`config.mk`:
```
export PLATFORM = sky130hd
export DESIGN_NAME = esv_top
export DESIGN_NICKNAME = d
export VERILOG_FILES = /design/src/esv_pkg.sv /design/src/esv_fifo.sv /design/src/esv_top.sv
export SDC_FILE = /design/constraint.sdc
export NUM_CORES = 1
export LEC_CHECK = 0
export BUFFER_PORTS_ARGS = -buffer_cell sky130_fd_sc_hd__buf_2
export CAP_MARGIN = 20
export CORE_ASPECT_RATIO = 0.6
export CORE_MARGIN = 2
export CORE_UTILIZATION = 58
export CTS_BUF_LIST = sky130_fd_sc_hd__clkbuf_16
export DETAILED_ROUTE_END_ITERATION = 10
export GPL_ROUTABILITY_DRIVEN = 0
export PLACE_DENSITY = 0.87
export SLEW_MARGIN = 10
export SYNTH_ARGS = -nofsm -noshare
export SYNTH_HDL_FRONTEND = slang
export SYNTH_SLANG_ARGS = --single-unit
```
`constraint.sdc`:
```
create_clock -name sys_clk -period 5.1 [get_ports sys_clk]
set_input_delay 1.02 -clock sys_clk [delete_from_list [all_inputs] [get_ports sys_clk]]
set_output_delay 1.02 -clock sys_clk [all_outputs]
set_load 0.01 [all_outputs]
```
`src/esv_pkg.sv`:
```
// Purpose: shared constants of the parallel port fifo service block
// Assumes: 32-bit AXI4-Lite register words, 12-bit byte offsets
// Notes:   field positions, reset values and timing counts live here
package esv_pkg;

  // register byte offsets
  localparam logic [11:0] ADDR_AFIFO = 12'h000;
  localparam logic [11:0] ADDR_DFIFO = 12'h400;
  localparam logic [11:0] ADDR_CTRL  = 12'h408;
  localparam logic [11:0] ADDR_STAT  = 12'h40C;

  // control register fields
  localparam int C_MODE    = 0;
  localparam int C_DIR     = 3;
  localparam int C_DMA_REQUEST_ENABLE   = 4;
  localparam int C_SVCMASK = 5;
  localparam int C_FLTEN_N = 6;
  localparam int C_ACKEN   = 7;
  localparam int C_THR     = 8;
  localparam logic [31:0] CTRL_RST = 32'h0000_0060;

  // status register fields
  localparam int S_CNT   = 0;
  localparam int S_EMPTY = 5;
  localparam int S_FULL  = 6;
  localparam int S_SVC   = 8;
  localparam int S_TC    = 9;
  localparam int S_FAULT = 10;
  localparam int S_ACK   = 11;

  // port modes
  localparam logic [2:0] MODE_SPP  = 3'h0;
  localparam logic [2:0] MODE_PPF  = 3'h2;
  localparam logic [2:0] MODE_ECP  = 3'h3;
  localparam logic [2:0] MODE_TEST = 3'h6;

  localparam int          FIFO_DEPTH = 16;
  localparam int          CNT_W      = 5;
  localparam logic [4:0]  THR_CAP    = 5'h0F;
  localparam logic [5:0]  BURST_MAX  = 6'h20;
  localparam logic [1:0]  RESP_OKAY  = 2'h0;
  localparam logic [1:0]  RESP_SLVERR = 2'h2;

  typedef enum logic {RLE_IDLE, RLE_EMIT} esv_rle_t;
  typedef enum logic {LQ_IDLE, LQ_SEND}   esv_lq_t;

endpackage

```
`src/esv_fifo.sv`:
```
// Purpose: byte fifo with occupancy count for the port service logic
// Assumes: caller never pushes when full nor pops when empty
// Notes:   flush empties the store in one cycle
`timescale 1ns/1ps
`default_nettype none
module esv_fifo
  import esv_pkg::*;
#(
  parameter int W     = 9,
  parameter int DEPTH = FIFO_DEPTH,
  parameter int CW    = CNT_W
) (
  input  wire logic          sys_clk,
  input  wire logic          srst,
  input  wire logic          flush,
  input  wire logic          push,
  input  wire logic [W-1:0]  push_data,
  input  wire logic          pop,
  output logic      [W-1:0]  head,
  output logic      [CW-1:0] count,
  output logic               empty,
  output logic               full
);
  localparam int AW = $clog2(DEPTH);
  localparam logic [CW-1:0] FULL_CNT = CW'(DEPTH);

  logic [W-1:0]  mem [DEPTH];
  logic [AW-1:0] wp;
  logic [AW-1:0] rp;

  assign head  = mem[rp];
  assign empty = (count == '0);
  assign full  = (count == FULL_CNT);

  always_ff @(posedge sys_clk) begin
    if (push) begin
      mem[wp] <= push_data;
    end
  end

  // occupancy 0..16 feeds thresholds and dma decisions
  always_ff @(posedge sys_clk) begin
    if (srst || flush) begin
      wp    <= '0;
      rp    <= '0;
      count <= '0;
    end else begin
      if (push) begin
        wp <= AW'(wp + 1'b1);
      end
      if (pop) begin
        rp <= AW'(rp + 1'b1);
      end
      if (push && !pop) begin
        count <= CW'(count + 1'b1);
      end else if (pop && !push) begin
        count <= CW'(count - 1'b1);
      end
    end
  end
endmodule
`default_nettype wire

```
`src/esv_top.sv`:
```
// Purpose: fifo service, rle expansion, dma request and irq of the port
// Assumes: sys_clk is also the lpc clock; engine signals share sys_clk
// Notes:   registers on AXI4-Lite; fifo disabled after reset
//
// Added by the designer: the address map and register access over AXI4-Lite.
`timescale 1ns/1ps
`default_nettype none
module esv_top
  import esv_pkg::*;
#(
  parameter logic [2:0] DMA_CH = 3'h3
) (
  input  wire logic        sys_clk,
  input  wire logic        srst,
  input  wire logic [11:0] s_axi_awaddr,
  input  wire logic        s_axi_awvalid,
  output logic             s_axi_awready,
  input  wire logic [31:0] s_axi_wdata,
  input  wire logic [3:0]  s_axi_wstrb,
  input  wire logic        s_axi_wvalid,
  output logic             s_axi_wready,
  output logic [1:0]       s_axi_bresp,
  output logic             s_axi_bvalid,
  input  wire logic        s_axi_bready,
  input  wire logic [11:0] s_axi_araddr,
  input  wire logic        s_axi_arvalid,
  output logic             s_axi_arready,
  output logic [31:0]      s_axi_rdata,
  output logic [1:0]       s_axi_rresp,
  output logic             s_axi_rvalid,
  input  wire logic        s_axi_rready,
  input  wire logic        dma_cycle,
  input  wire logic        dma_tc,
  input  wire logic [7:0]  dma_wdata,
  output logic [7:0]       dma_rdata,
  output logic             ldrq_n,
  input  wire logic        rx_valid,
  input  wire logic [7:0]  rx_data,
  input  wire logic        rx_cmd,
  output logic             rx_ready,
  output logic             tx_valid,
  output logic [7:0]       tx_data,
  output logic             tx_cmd,
  input  wire logic        tx_ready,
  input  wire logic [3:0]  hs_ctrl_n,
  output logic [3:0]       pin_ctrl_n_out,
  output logic [3:0]       pin_ctrl_n_oe,
  input  wire logic        peripheral_fault_n,
  input  wire logic        peripheral_ack_n,
  output logic             irq
);

  function automatic logic hit(input logic [11:0] a,
                               input logic [11:0] off);
    hit = (a == off);
  endfunction

  // control state
  logic [2:0] mode;
  logic       dir;
  logic       dma_request_enable;
  logic       service_irq_mask;
  logic       fault_irq_enable_n;
  logic       ack_irq_enable;
  logic [3:0] threshold_field;

  // fifo
  logic       f_push;
  logic [8:0] f_pdata;
  logic       f_pop;
  logic [8:0] f_head;
  logic [4:0] f_cnt;
  logic       f_empty;
  logic       f_full;

  // write channel
  logic [11:0] wa;
  logic [31:0] wd;
  logic [3:0]  ws;

  // pins, sticky events, rle and request state
  logic       flt_s1, flt_s2, flt_prev;
  logic       ack_s1, ack_s2, ack_prev;
  logic       flt_en_prev;
  logic       tc_pend, fault_pend, ack_pend;
  esv_rle_t   rle_st;
  logic       rle_armed;
  logic [6:0] rle_left;
  logic [7:0] rle_byte;
  esv_lq_t    lq_st;
  logic [3:0] lq_sh;
  logic [1:0] lq_bits;
  logic       lq_act;
  logic       req_sent;
  logic [5:0] burst_cnt;
  logic       burst_hold;

  // mode decode
  wire fifo_on  = (mode == MODE_PPF) || (mode == MODE_ECP) ||
                  (mode == MODE_TEST);
  wire xfer_on  = (mode == MODE_PPF) || (mode == MODE_ECP);
  wire test_on  = (mode == MODE_TEST);
  wire rx_on    = (mode == MODE_ECP) && dir;
  wire host_wr  = fifo_on && (!dir || test_on);
  wire host_rd  = fifo_on && (dir || test_on);

  // thresholds
  wire [4:0] thr_raw = 5'({1'b0, threshold_field} + 5'h01);
  wire [4:0] thr_eff = (thr_raw > THR_CAP) ? THR_CAP : thr_raw;
  wire [4:0] free_space_trigger = 5'(5'h10 - thr_eff);
  wire [4:0] fill_level_trigger = 5'(5'h10 - thr_eff);
  wire [4:0] f_free = 5'(5'h10 - f_cnt);

  // service condition, level while mask and dma_request_enable clear
  wire pio_on   = fifo_on && !service_irq_mask && !dma_request_enable;
  wire wr_cond  = !dir && (f_free >= free_space_trigger);
  wire rd_cond  = dir && (f_cnt >= fill_level_trigger);
  wire svc_lvl  = pio_on && (wr_cond || rd_cond);

  // register write decode
  wire wr_go    = !s_axi_awready && !s_axi_wready && !s_axi_bvalid;
  wire wa_ok    = hit(wa, ADDR_AFIFO) || hit(wa, ADDR_DFIFO) ||
                  hit(wa, ADDR_CTRL) || hit(wa, ADDR_STAT);
  wire wr_ctl0  = wr_go && hit(wa, ADDR_CTRL) && ws[0];
  wire wr_ctl1  = wr_go && hit(wa, ADDR_CTRL) && ws[1];
  wire wr_clr   = wr_go && hit(wa, ADDR_STAT) && ws[1];
  wire wr_dport = wr_go && hit(wa, ADDR_DFIFO) && ws[0] && host_wr;
  wire wr_aport = wr_go && hit(wa, ADDR_AFIFO) && ws[0] &&
                  (mode == MODE_ECP) && !dir;

  // register read decode
  wire ar_hs    = s_axi_arvalid && s_axi_arready;
  wire ra_ok    = hit(s_axi_araddr, ADDR_DFIFO) ||
                  hit(s_axi_araddr, ADDR_CTRL) ||
                  hit(s_axi_araddr, ADDR_STAT);
  wire rd_pop   = ar_hs && hit(s_axi_araddr, ADDR_DFIFO) && host_rd &&
                  !f_empty;
  wire [31:0] ctrl_word = {20'h0, threshold_field, ack_irq_enable,
                           fault_irq_enable_n, service_irq_mask,
                           dma_request_enable, dir, mode};
  wire [31:0] stat_word = {20'h0, ack_pend, fault_pend, tc_pend,
                           svc_lvl, 1'b0, f_full, f_empty, f_cnt};
  wire [31:0] rd_word   =
    hit(s_axi_araddr, ADDR_CTRL) ? ctrl_word :
    hit(s_axi_araddr, ADDR_STAT) ? stat_word :
    (hit(s_axi_araddr, ADDR_DFIFO) && host_rd) ? {24'h0, f_head[7:0]} :
    32'h0;

  // dma: one byte per cycle, gated by mask
  wire dma_on   = fifo_on && dma_request_enable && !service_irq_mask;
  wire dma_push = dma_cycle && dma_on && !dir && !f_full;
  wire dma_pop  = dma_cycle && dma_on && dir && !f_empty;
  wire tc_hit   = dma_cycle && dma_tc && dma_request_enable &&
                  !service_irq_mask;
  wire dma_want = dma_on && !burst_hold && !tc_hit &&
                  (dir ? !f_empty : !f_full);

  // reverse byte intake with rle expansion
  wire rx_take  = rx_valid && rx_ready;
  wire rx_count = rx_take && rx_cmd && !rx_data[7];
  wire rx_plain = rx_take && !rx_cmd && !rle_armed;
  wire rle_push = (rle_st == RLE_EMIT) && !f_full;
  wire rle_last = rle_push && (rle_left == 7'h00);

  // forward stage feed
  wire tx_load  = xfer_on && !dir && !f_empty && (!tx_valid || tx_ready);

  // fifo port selection
  assign f_push  = dma_push || wr_dport || wr_aport ||
                   rx_plain || rle_push;
  assign f_pdata = dma_push ? {1'b0, dma_wdata} :
                   wr_aport ? {1'b1, wd[7:0]} :
                   wr_dport ? {1'b0, wd[7:0]} :
                   rle_push ? {1'b0, rle_byte} :
                   {1'b0, rx_data};
  assign f_pop   = dma_pop || rd_pop || tx_load;

  esv_fifo #(
    .W     (9),
    .DEPTH (FIFO_DEPTH),
    .CW    (CNT_W)
  ) u_fifo (
    .sys_clk   (sys_clk),
    .srst      (srst),
    .flush     (!fifo_on),
    .push      (f_push),
    .push_data (f_pdata),
    .pop       (f_pop),
    .head      (f_head),
    .count     (f_cnt),
    .empty     (f_empty),
    .full      (f_full)
  );

  // AXI4-Lite write channel
  always_ff @(posedge sys_clk) begin
    if (srst) begin
      s_axi_awready <= 1'b1;
      s_axi_wready  <= 1'b1;
      s_axi_bvalid  <= 1'b0;
      s_axi_bresp   <= RESP_OKAY;
      wa            <= 12'h000;
      wd            <= 32'h0000_0000;
      ws            <= 4'h0;
    end else begin
      if (s_axi_awvalid && s_axi_awready) begin
        s_axi_awready <= 1'b0;
        wa            <= s_axi_awaddr;
      end
      if (s_axi_wvalid && s_axi_wready) begin
        s_axi_wready <= 1'b0;
        wd           <= s_axi_wdata;
        ws           <= s_axi_wstrb;
      end
      if (wr_go) begin
        s_axi_bvalid <= 1'b1;
        s_axi_bresp  <= wa_ok ? RESP_OKAY : RESP_SLVERR;
      end
      if (s_axi_bvalid && s_axi_bready) begin
        s_axi_bvalid  <= 1'b0;
        s_axi_awready <= 1'b1;
        s_axi_wready  <= 1'b1;
      end
    end
  end

  // AXI4-Lite read channel
  always_ff @(posedge sys_clk) begin
    if (srst) begin
      s_axi_arready <= 1'b1;
      s_axi_rvalid  <= 1'b0;
      s_axi_rdata   <= 32'h0000_0000;
      s_axi_rresp   <= RESP_OKAY;
    end else if (ar_hs) begin
      s_axi_arready <= 1'b0;
      s_axi_rvalid  <= 1'b1;
      s_axi_rdata   <= rd_word;
      s_axi_rresp   <= ra_ok ? RESP_OKAY : RESP_SLVERR;
    end else if (s_axi_rvalid && s_axi_rready) begin
      s_axi_rvalid  <= 1'b0;
      s_axi_arready <= 1'b1;
    end
  end

  // control register; terminal count sets the mask over software
  always_ff @(posedge sys_clk) begin
    if (srst) begin
      mode               <= MODE_SPP;
      dir                <= CTRL_RST[C_DIR];
      dma_request_enable <= CTRL_RST[C_DMA_REQUEST_ENABLE];
      service_irq_mask   <= CTRL_RST[C_SVCMASK];
      fault_irq_enable_n <= CTRL_RST[C_FLTEN_N];
      ack_irq_enable     <= CTRL_RST[C_ACKEN];
      threshold_field    <= CTRL_RST[C_THR +: 4];
    end else begin
      if (wr_ctl0) begin
        mode               <= wd[C_MODE +: 3];
        dir                <= wd[C_DIR];
        dma_request_enable <= wd[C_DMA_REQUEST_ENABLE];
        service_irq_mask   <= wd[C_SVCMASK];
        fault_irq_enable_n <= wd[C_FLTEN_N];
        ack_irq_enable     <= wd[C_ACKEN];
      end
      if (wr_ctl1) begin
        threshold_field <= wd[C_THR +: 4];
      end
      if (tc_hit) begin
        service_irq_mask <= 1'b1;
      end
    end
  end

  // pin synchronisers and sticky events; set beats clear
  always_ff @(posedge sys_clk) begin
    if (srst) begin
      flt_s1      <= 1'b1;
      flt_s2      <= 1'b1;
      flt_prev    <= 1'b1;
      ack_s1      <= 1'b1;
      ack_s2      <= 1'b1;
      ack_prev    <= 1'b1;
      flt_en_prev <= 1'b1;
      tc_pend     <= 1'b0;
      fault_pend  <= 1'b0;
      ack_pend    <= 1'b0;
      irq         <= 1'b0;
    end else begin
      flt_s1      <= peripheral_fault_n;
      flt_s2      <= flt_s1;
      flt_prev    <= flt_s2;
      ack_s1      <= peripheral_ack_n;
      ack_s2      <= ack_s1;
      ack_prev    <= ack_s2;
      flt_en_prev <= fault_irq_enable_n;
      if (tc_hit) begin
        tc_pend <= 1'b1;
      end else if (wr_clr && wd[S_TC]) begin
        tc_pend <= 1'b0;
      end
      if (!fault_irq_enable_n &&
          ((flt_prev && !flt_s2) || (flt_en_prev && !flt_s2))) begin
        fault_pend <= 1'b1;
      end else if (wr_clr && wd[S_FAULT]) begin
        fault_pend <= 1'b0;
      end
      if (ack_irq_enable && ack_s2 && !ack_prev) begin
        ack_pend <= 1'b1;
      end else if (wr_clr && wd[S_ACK]) begin
        ack_pend <= 1'b0;
      end
      irq <= svc_lvl || tc_pend || fault_pend || ack_pend;
    end
  end

  // run-length expansion of reverse data
  always_ff @(posedge sys_clk) begin
    if (srst || !rx_on) begin
      rle_st    <= RLE_IDLE;
      rle_armed <= 1'b0;
      rle_left  <= 7'h00;
      rle_byte  <= 8'h00;
      rx_ready  <= 1'b0;
    end else begin
      rx_ready <= (rle_st == RLE_IDLE) && !rx_take &&
                  !(rx_take && rle_armed && !rx_cmd) &&
                  (f_cnt < 5'(FIFO_DEPTH - 1));
      unique case (rle_st)
        RLE_IDLE: begin
          if (rx_count) begin
            rle_armed <= 1'b1;
            rle_left  <= rx_data[6:0];
          end else if (rx_take && !rx_cmd && rle_armed) begin
            rle_byte <= rx_data;
            rle_st   <= RLE_EMIT;
            rx_ready <= 1'b0;
          end
        end
        RLE_EMIT: begin
          if (rle_last) begin
            rle_st    <= RLE_IDLE;
            rle_armed <= 1'b0;
          end else if (rle_push) begin
            rle_left <= 7'(rle_left - 7'h01);
          end
        end
      endcase
    end
  end

  // forward output stage toward the handshake engine
  always_ff @(posedge sys_clk) begin
    if (srst || !xfer_on || dir) begin
      tx_valid <= 1'b0;
      tx_data  <= 8'h00;
      tx_cmd   <= 1'b0;
    end else if (tx_load) begin
      tx_valid <= 1'b1;
      tx_data  <= f_head[7:0];
      tx_cmd   <= f_head[8];
    end else if (tx_ready) begin
      tx_valid <= 1'b0;
    end
  end

  // dma read data follows the fifo head
  always_ff @(posedge sys_clk) begin
    if (srst) begin
      dma_rdata <= 8'h00;
    end else begin
      dma_rdata <= f_head[7:0];
    end
  end

  // burst limiter: break the request after 32 dma cycles within one request
  always_ff @(posedge sys_clk) begin
    if (srst) begin
      burst_cnt  <= 6'h00;
      burst_hold <= 1'b0;
    end else if (burst_hold) begin
      if (!req_sent && lq_st == LQ_IDLE) begin
        burst_hold <= 1'b0;
        burst_cnt  <= 6'h00;
      end
    end else if (!req_sent) begin
      burst_cnt <= 6'h00;
    end else if (dma_cycle) begin
      burst_cnt <= 6'(burst_cnt + 6'h01);
      if (6'(burst_cnt + 6'h01) == BURST_MAX) begin
        burst_hold <= 1'b1;
      end
    end
  end

  // request encoding: start 0, channel lsb first, active bit
  always_ff @(posedge sys_clk) begin
    if (srst) begin
      lq_st    <= LQ_IDLE;
      lq_sh    <= 4'h0;
      lq_bits  <= 2'h0;
      lq_act   <= 1'b0;
      req_sent <= 1'b0;
      ldrq_n   <= 1'b1;
    end else begin
      unique case (lq_st)
        LQ_IDLE: begin
          if (dma_want != req_sent) begin
            ldrq_n  <= 1'b0;
            lq_sh   <= {dma_want, DMA_CH};
            lq_act  <= dma_want;
            lq_bits <= 2'h3;
            lq_st   <= LQ_SEND;
          end else begin
            ldrq_n <= 1'b1;
          end
        end
        LQ_SEND: begin
          ldrq_n <= lq_sh[0];
          lq_sh  <= {1'b0, lq_sh[3:1]};
          if (lq_bits == 2'h0) begin
            lq_st    <= LQ_IDLE;
            req_sent <= lq_act;
          end else begin
            lq_bits <= 2'(lq_bits - 2'h1);
          end
        end
      endcase
    end
  end

  // control strobe drivers per mode
  genvar gi;
  generate
    for (gi = 0; gi < 4; gi++) begin : g_drv
      always_ff @(posedge sys_clk) begin
        if (srst) begin
          pin_ctrl_n_out[gi] <= 1'b0;
          pin_ctrl_n_oe[gi]  <= 1'b0;
        end else if (mode == MODE_SPP) begin
          pin_ctrl_n_out[gi] <= 1'b0;
          pin_ctrl_n_oe[gi]  <= !hs_ctrl_n[gi];
        end else begin
          pin_ctrl_n_out[gi] <= hs_ctrl_n[gi];
          pin_ctrl_n_oe[gi]  <= 1'b1;
        end
      end
    end
  endgenerate

endmodule
`default_nettype wire

```
After elaboration in Yosys (flattened, before gate mapping)
Memories as Yosys holds them, arrays and structs flattened. A register that Yosys moved wholly into a read port is not among the register bits.
Index checks and enable logic that the tools add are counted.
{"block": "op_classes", "addsub": 10, "n_lt_le_gt_ge": 4, "eq_ne": 20, "muxes": 66, "n_bitwise": 3, "reduce_logical": 146}
{"cell": "$eq A12 B11 Y1 const B", "n": 6}
{"cell": "$logic_and A1 B1 Y1", "n": 71}
{"cell": "$mux W1", "n": 35}
{"cell": "$logic_not A1 Y1", "n": 29}
{"cell": "$logic_or A1 B1 Y1", "n": 25}
{"cell": "$mux W12", "n": 2}
{"cell": "$mux W6", "n": 4}
{"cell": "$mux W8", "n": 3}
{"cell": "$mux W7", "n": 3}
{"cell": "$mux W9", "n": 2}
{"cell": "$mux W5", "n": 3}
{"cell": "$pmux W7 S2", "n": 1}
{"cell": "$logic_not A12 Y1", "n": 1}
{"cell": "$mux W4", "n": 3}
{"cell": "$reduce_bool A2 Y1", "n": 6}
{"cell": "$ge A5 B5 Y1", "n": 2}
{"cell": "$reduce_and A2 Y1", "n": 5}
{"cell": "$sub A5 B5 Y5 const A", "n": 2}
{"cell": "$add A4 B1 Y4 const B", "n": 2}
{"cell": "$mux W2", "n": 4}
{"cell": "$ne A2 B1 Y1 const B", "n": 4}
{"cell": "$pmux W1 S2", "n": 4}
{"cell": "$pmux W4 S2", "n": 1}
{"cell": "$logic_not A7 Y1", "n": 1}
{"cell": "other kinds (22)", "n": 30}
{"block": "totals", "ff_bits": 164, "ramBits": 144, "in_bits": 94, "output_inout_bits": 70, "wordCells": 307, "memories": 1}
{"memory": "u_fifo.mem", "depth": 16, "width": 9, "rd": 1, "rd_clocked_by_memory_dff": 1, "write_ports": 1, "line": "esv_fifo.sv:27", "rtl": "logic [W-1:0] mem [DEPTH];"}

Logic depth before layout (Yosys ltp)
{"block": "logic_depth", "word_depth": 16, "depth_mapped": 19, "ltp_nobuf": 17}

Hierarchy
From an unflattened synthesis, not the netlist that was laid out.
{"block": "hier_totals", "hier_cells": 1048, "hier_area_um2": 12349.3}
{"mod": "esv_fifo", "instances": 1, "cells_each": 331, "area_per_inst_um2": 6408.6}
{"mod": "esv_top", "instances": 1, "cells_each": 717, "area_per_inst_um2": 5940.7}

Least setup slack after synthesis
OpenSTA, ideal clock, no wires.
{"block": "synth_timing", "path_kind": "register to register", "from": "register u_fifo.count[0]", "to": "register u_fifo.count[4]", "arrival_ps": 3728, "t_required_ps": 4972, "setup_slack_ps": 1245, "stages_incl_launch_ff": 20, "n_path_buf": 3, "period_less_slack_ps": 3855, "cell_sequence": "dfxtp_1 -> inv_1 -> ha_1 -> nor3b_1 -> ha_1 -> nand2b_1 -> clkbuf_1 -> o31ai_1 -> or3_1 -> buf_6 -> buf_6 -> ha_1 -> inv_1 -> ha_1 -> nor2b_1 -> o21a_1 -> or3_1 -> a21oi_1 -> xnor2_1 -> nor2_1"}
{"block": "synth_via", "elab_chain_cells": 10, "elab_cells_between_ends": 25}
{"item": "start, declared", "line": "esv_fifo.sv:20", "rtl": "output logic [CW-1:0] count,"}
{"item": "start signal, assigned", "line": "esv_fifo.sv:55", "rtl": "count <= CW'(count + 1'b1);"}
{"item": "start signal, assigned", "line": "esv_fifo.sv:57", "rtl": "count <= CW'(count - 1'b1);"}
{"item": "$eq A5 B5 Y1 (*)", "line": "esv_fifo.sv:33", "rtl": "assign full = (count == FULL_CNT);"}
{"item": "$logic_not A1 Y1 (*)", "line": "esv_top.sv:151, esv_top.sv:162"}
{"item": "$logic_and A1 B1 Y1", "line": "esv_top.sv:151", "rtl": "wire dma_push = dma_cycle && dma_on && !dir && !f_full;"}
{"item": "$logic_or A1 B1 Y1 (3 in series)", "line": "esv_top.sv:169", "rtl": "assign f_push = dma_push || wr_dport || wr_aport ||"}
{"item": "$logic_or A1 B1 Y1 (*)", "line": "esv_top.sv:170", "rtl": "rx_plain || rle_push;"}
{"item": "net f_push", "line": "esv_top.sv:68", "rtl": "logic f_push;"}
{"item": "$logic_not A1 Y1", "line": "esv_fifo.sv:56", "rtl": "end else if (pop && !push) begin"}
{"item": "$logic_and A1 B1 Y1", "line": "esv_fifo.sv:56"}
{"item": "$reduce_bool A2 Y1 (no line)"}
The timed path passes the listed nets; every way through them passes the cells marked *. The select of a mux whose other input is x is not followed.
A chain may end at the register's enable or synchronous reset.

Worst setup path after layout
{"block": "layout_timing", "from": "register u_fifo.count[0]", "to": "register u_fifo.count[4]"}
{"block": "layout_via", "elab_chain_cells": 10, "elab_cells_between_ends": 25}
{"item": "$eq A5 B5 Y1", "line": "esv_fifo.sv:33"}
{"item": "$logic_not A1 Y1", "line": "esv_top.sv:151, esv_top.sv:162"}
{"item": "$logic_and A1 B1 Y1", "line": "esv_top.sv:151"}
{"item": "$logic_or A1 B1 Y1 (3 in series)", "line": "esv_top.sv:169"}
{"item": "$logic_or A1 B1 Y1", "line": "esv_top.sv:170"}
{"item": "$logic_not A1 Y1", "line": "esv_fifo.sv:56"}
{"item": "$logic_and A1 B1 Y1", "line": "esv_fifo.sv:56"}
{"item": "$reduce_bool A2 Y1 (no line)"}
Several ways; a longest one is shown, not always the timed one. The select of a mux whose other input is x is not followed.

==> results.sh <==
export IMPL_p_leak_uw=0.00496
export IMPL_fp_dieW_um=193
export IMPL_final_area_mm2=0.0139
export IMPL_cts_clk_slew_worst_paths_ns=0.07
export IMPL_tightest_slew_ns=1.07
export IMPL_avgViaCountPerCell=5.95
export IMPL_final_setup_tns_ns=0
export IMPL_hp_start="ack_s1$_SDFF_PP1_"
export IMPL_max_freq_ghz=0.226
export IMPL_place_area_mm2=0.0131
export IMPL_hold_path_cell_count=1
export IMPL_multi_input_area_mm2=0.00471
export IMPL_ys_warn_count=0
export IMPL_grt_max_degree=45
export IMPL_postLayoutCoreUtil_pct=66.1
export IMPL_drive_gt1_share_pct=19.8
export IMPL_antenna_found_initial=0
export IMPL_slew_headroom_pct=28.8
export IMPL_cts_resized=0
export IMPL_drc=0
export IMPL_overflow=0
export IMPL_layout_worst_path_cycle_share_pct=86.8
export IMPL_cp_arrival_ns=4.83
export IMPL_p_comb_share_pct=3.5
export IMPL_std_cell_rows=41
export IMPL_nNetsFinal=1284
export IMPL_synth_common_cells="dfxtp_1, edfxtp_1, nand2_1, a21oi_1, nor2_1"
export IMPL_switching_share_pct=21.8
export IMPL_report_final_slew_viol_count=0
export IMPL_io_pins=164
export IMPL_period_minus_slack_ns=4.43
export IMPL_r2r_slack_ns=0.67
export IMPL_power_uw=4350
export IMPL_seq_power_share_pct=56.9
export IMPL_r2r_start="u_fifo.count[0]$_SDFFE_PP0P_"
export IMPL_nFillCells=1511
export IMPL_holdPathEnd="ack_s2$_SDFF_PP1_"
export IMPL_avgSynthCellArea_um2=11.7
export IMPL_postCtsSetupRepairBufs=0
export IMPL_post_dp_hpwl_um=20200
export IMPL_initial_core_util_pct=59.1
export IMPL_ys_seq_area_share_pct=58.5
export IMPL_grt_first_pass_wirelength_um=43900
export IMPL_crit_fanout=18
export IMPL_syn2layout_area_growth_pct=11.9
export IMPL_seqCellArea_mm2=0.00725
export IMPL_synth_edf_count=144
export IMPL_start_kind="register"
export IMPL_cts_sinks=290
export IMPL_ant_nets=0
export IMPL_numCtsBuffers=25
export IMPL_drt_initial_drc_count=1169
export IMPL_hold_class="register to register"
export IMPL_power_share_clock_pct=39.6
export IMPL_setup_viol_count_final=0
export IMPL_hold_viol_final=0
export IMPL_timing_hold_ws_ns=0.415
export IMPL_status="finished clean"
export IMPL_synth_largest_area_cell="edfxtp_1"
export IMPL_totalWireLength_um=29100
export IMPL_synthTopCellsByArea="edfxtp_1, dfxtp_1, mux4_2"
export IMPL_core_area_mm2=0.0210
export IMPL_io_buffer_count=119
export IMPL_p_per_area_mw_per_mm2=314
export IMPL_synth_top_area_share_pct=34.9
export IMPL_skew_ns=0.0147
export IMPL_yosysMostFrequentCell="dfxtp_1"
export IMPL_wire_per_inst_um=19.9
export IMPL_first_pass_iters=5
export IMPL_vias=8704
export IMPL_async_flop_share_pct=0
export IMPL_grt_pass1_vias=7751
export IMPL_cap_viol_max_count=0
export IMPL_dieArea_mm2=0.0226
export IMPL_grt_total_usage_pct=25.7
export IMPL_reg2reg_to="u_fifo.count[4]$_SDFFE_PP0P_"
export IMPL_cts_buffer_depth=3
export IMPL_ys_ff_latch=290
export IMPL_worstSetupPathType="register to register"
export IMPL_synth_flop_cell="dfxtp_1"
export IMPL_h_tree_depth=1
export IMPL_critical_path_required_ns=5.50
export IMPL_rsz0062_at_grt="false"
export IMPL_synthDistinctLibCells=65
export IMPL_die_h_um=117
export IMPL_endpoint_kind="register"
export IMPL_syn_inst=1058
export IMPL_ir_drop_mv=0.243
export IMPL_p_switching_uw=950
export IMPL_cts_hold_buf=0
export IMPL_clkLatencyLatePin_ns=0.53
export IMPL_internal_power_uw=3400
export IMPL_cts_root_buf="clkbuf_16"
export IMPL_r2r_cells=16
export IMPL_syn_area_mm2=0.0124
export IMPL_cts_tree="yes"
final cells by class:
| type | instances | area share [%] |
|---|---|---|
| repair buffers | 136 | 5.21 |
| clock inverters | 21 | 0.668 |
| diodes | 1 | 0.0180 |
| inverters | 32 | 0.866 |
| multi-input cells | 680 | 33.9 |
| well taps | 279 | 2.52 |
| clock buffers | 25 | 4.51 |
| flip-flops and latches | 290 | 52.3 |
registers in the layout, summed over array words and instances, names as in the netlist, 2 cells and up, named ones only:
| signal | flops |
|---|---|
| burst_cnt | 6 |
| dma_rdata | 8 |
| lq_bits | 2 |
| lq_sh | 4 |
| mode | 3 |
| pin_ctrl_n_oe | 4 |
| pin_ctrl_n_out | 4 |
| rle_byte | 8 |
| rle_left | 7 |
| s_axi_rdata | 12 |
| threshold_field | 4 |
| tx_data | 8 |
| u_fifo.count | 5 |
| u_fifo.mem | 144 |
| u_fifo.rp | 4 |
| u_fifo.wp | 4 |
| wa | 12 |
| wd | 12 |
| ws | 2 |
placed cells by master (no fill, tap or decap), types with 38 or more instances in the layout:
master and instances:
a21oi_1 98, buf_2 119, dfxtp_1 144, edfxtp_1 144, inv_1 39, mux2i_1 40
mux4_2 38, nand2_1 116, nor2_1 74, o21ai_0 45
through the flow:
stage	setup slack, ns	std cells
after CTS	0.766	1463
after global placement	0.931	1416
final	0.672	1464
after floorplan	1.24	1079
after detailed placement	0.830	1417
after global routing	0.390	1463
logic make-up (layout without fill, tap and decap cells):
logic type                 Yosys count  after routing  share of synthesized area (%)
and+or+nand+nor                    341            341                           13.8
DFF                                290            290                           58.5
AOI/OAI and AO/OA                  197            197                           9.39
buffers and inverters              109            214                           4.28
muxes                               81             81                           10.4
adders and majority gates           27             27                           2.75
xor gates and xnor gates            12             12                          0.848
other                                1             23                         0.0303
worst max path at each step:
stage | start | to | slack [ns] | depth (start not counted)
floorplan | u_fifo.count[0]$_SDFFE_PP0P_ | u_fifo.count[4]$_SDFFE_PP0P_ | 1.24 | 19
global placement | u_fifo.count[0]$_SDFFE_PP0P_ | u_fifo.count[4]$_SDFFE_PP0P_ | 0.93 | 16
detailed placement | u_fifo.count[0]$_SDFFE_PP0P_ | u_fifo.count[4]$_SDFFE_PP0P_ | 0.83 | 16
CTS | u_fifo.count[0]$_SDFFE_PP0P_ | u_fifo.count[4]$_SDFFE_PP0P_ | 0.77 | 16
global route | u_fifo.count[0]$_SDFFE_PP0P_ | u_fifo.count[4]$_SDFFE_PP0P_ | 0.39 | 16
finish | u_fifo.count[0]$_SDFFE_PP0P_ | u_fifo.count[4]$_SDFFE_PP0P_ | 0.67 | 16
worst max-delay path, cell delays in order, from the launching register on:
cell	delay [ns]
dfxtp_1	0.36
inv_1	0.17
ha_1	0.20
nor3b_1	0.28
ha_1	0.38
nand2b_1	0.41
o31ai_1	0.15
or3_1	0.58
ha_1	0.36
inv_1	0.12
ha_1	0.27
nor2b_1	0.17
o21a_1	0.19
or3_1	0.30
a21oi_1	0.18
xnor2_1	0.13
nor2_1	0.05
layer usage:
| layer | global-route usage [%] | routed length, um | vias up |
|---|---|---|---|
| met2 | 36.2 | 12200 | 446 |
| met1 | 41.0 | 13200 | 4207 |
| met3 | 5.28 | 3040 | 40 |
| met4 | 5.39 | 538 | 0 |
| li1 | - | - | 4011 |
| met5 | 0 | 0 | - |
power by group through the flow:
stage | registers, uW | clock network, uW | logic (uW)
detailed placement | 2530 | 0 | 149
global placement | 2530 | 0 | 145
finish | 2480 | 1730 | 152
global route | 2480 | 1830 | 169
floorplan | 2530 | 0 | 87.4
CTS | 2480 | 1730 | 150
Power figures use the tool's default switching activity.
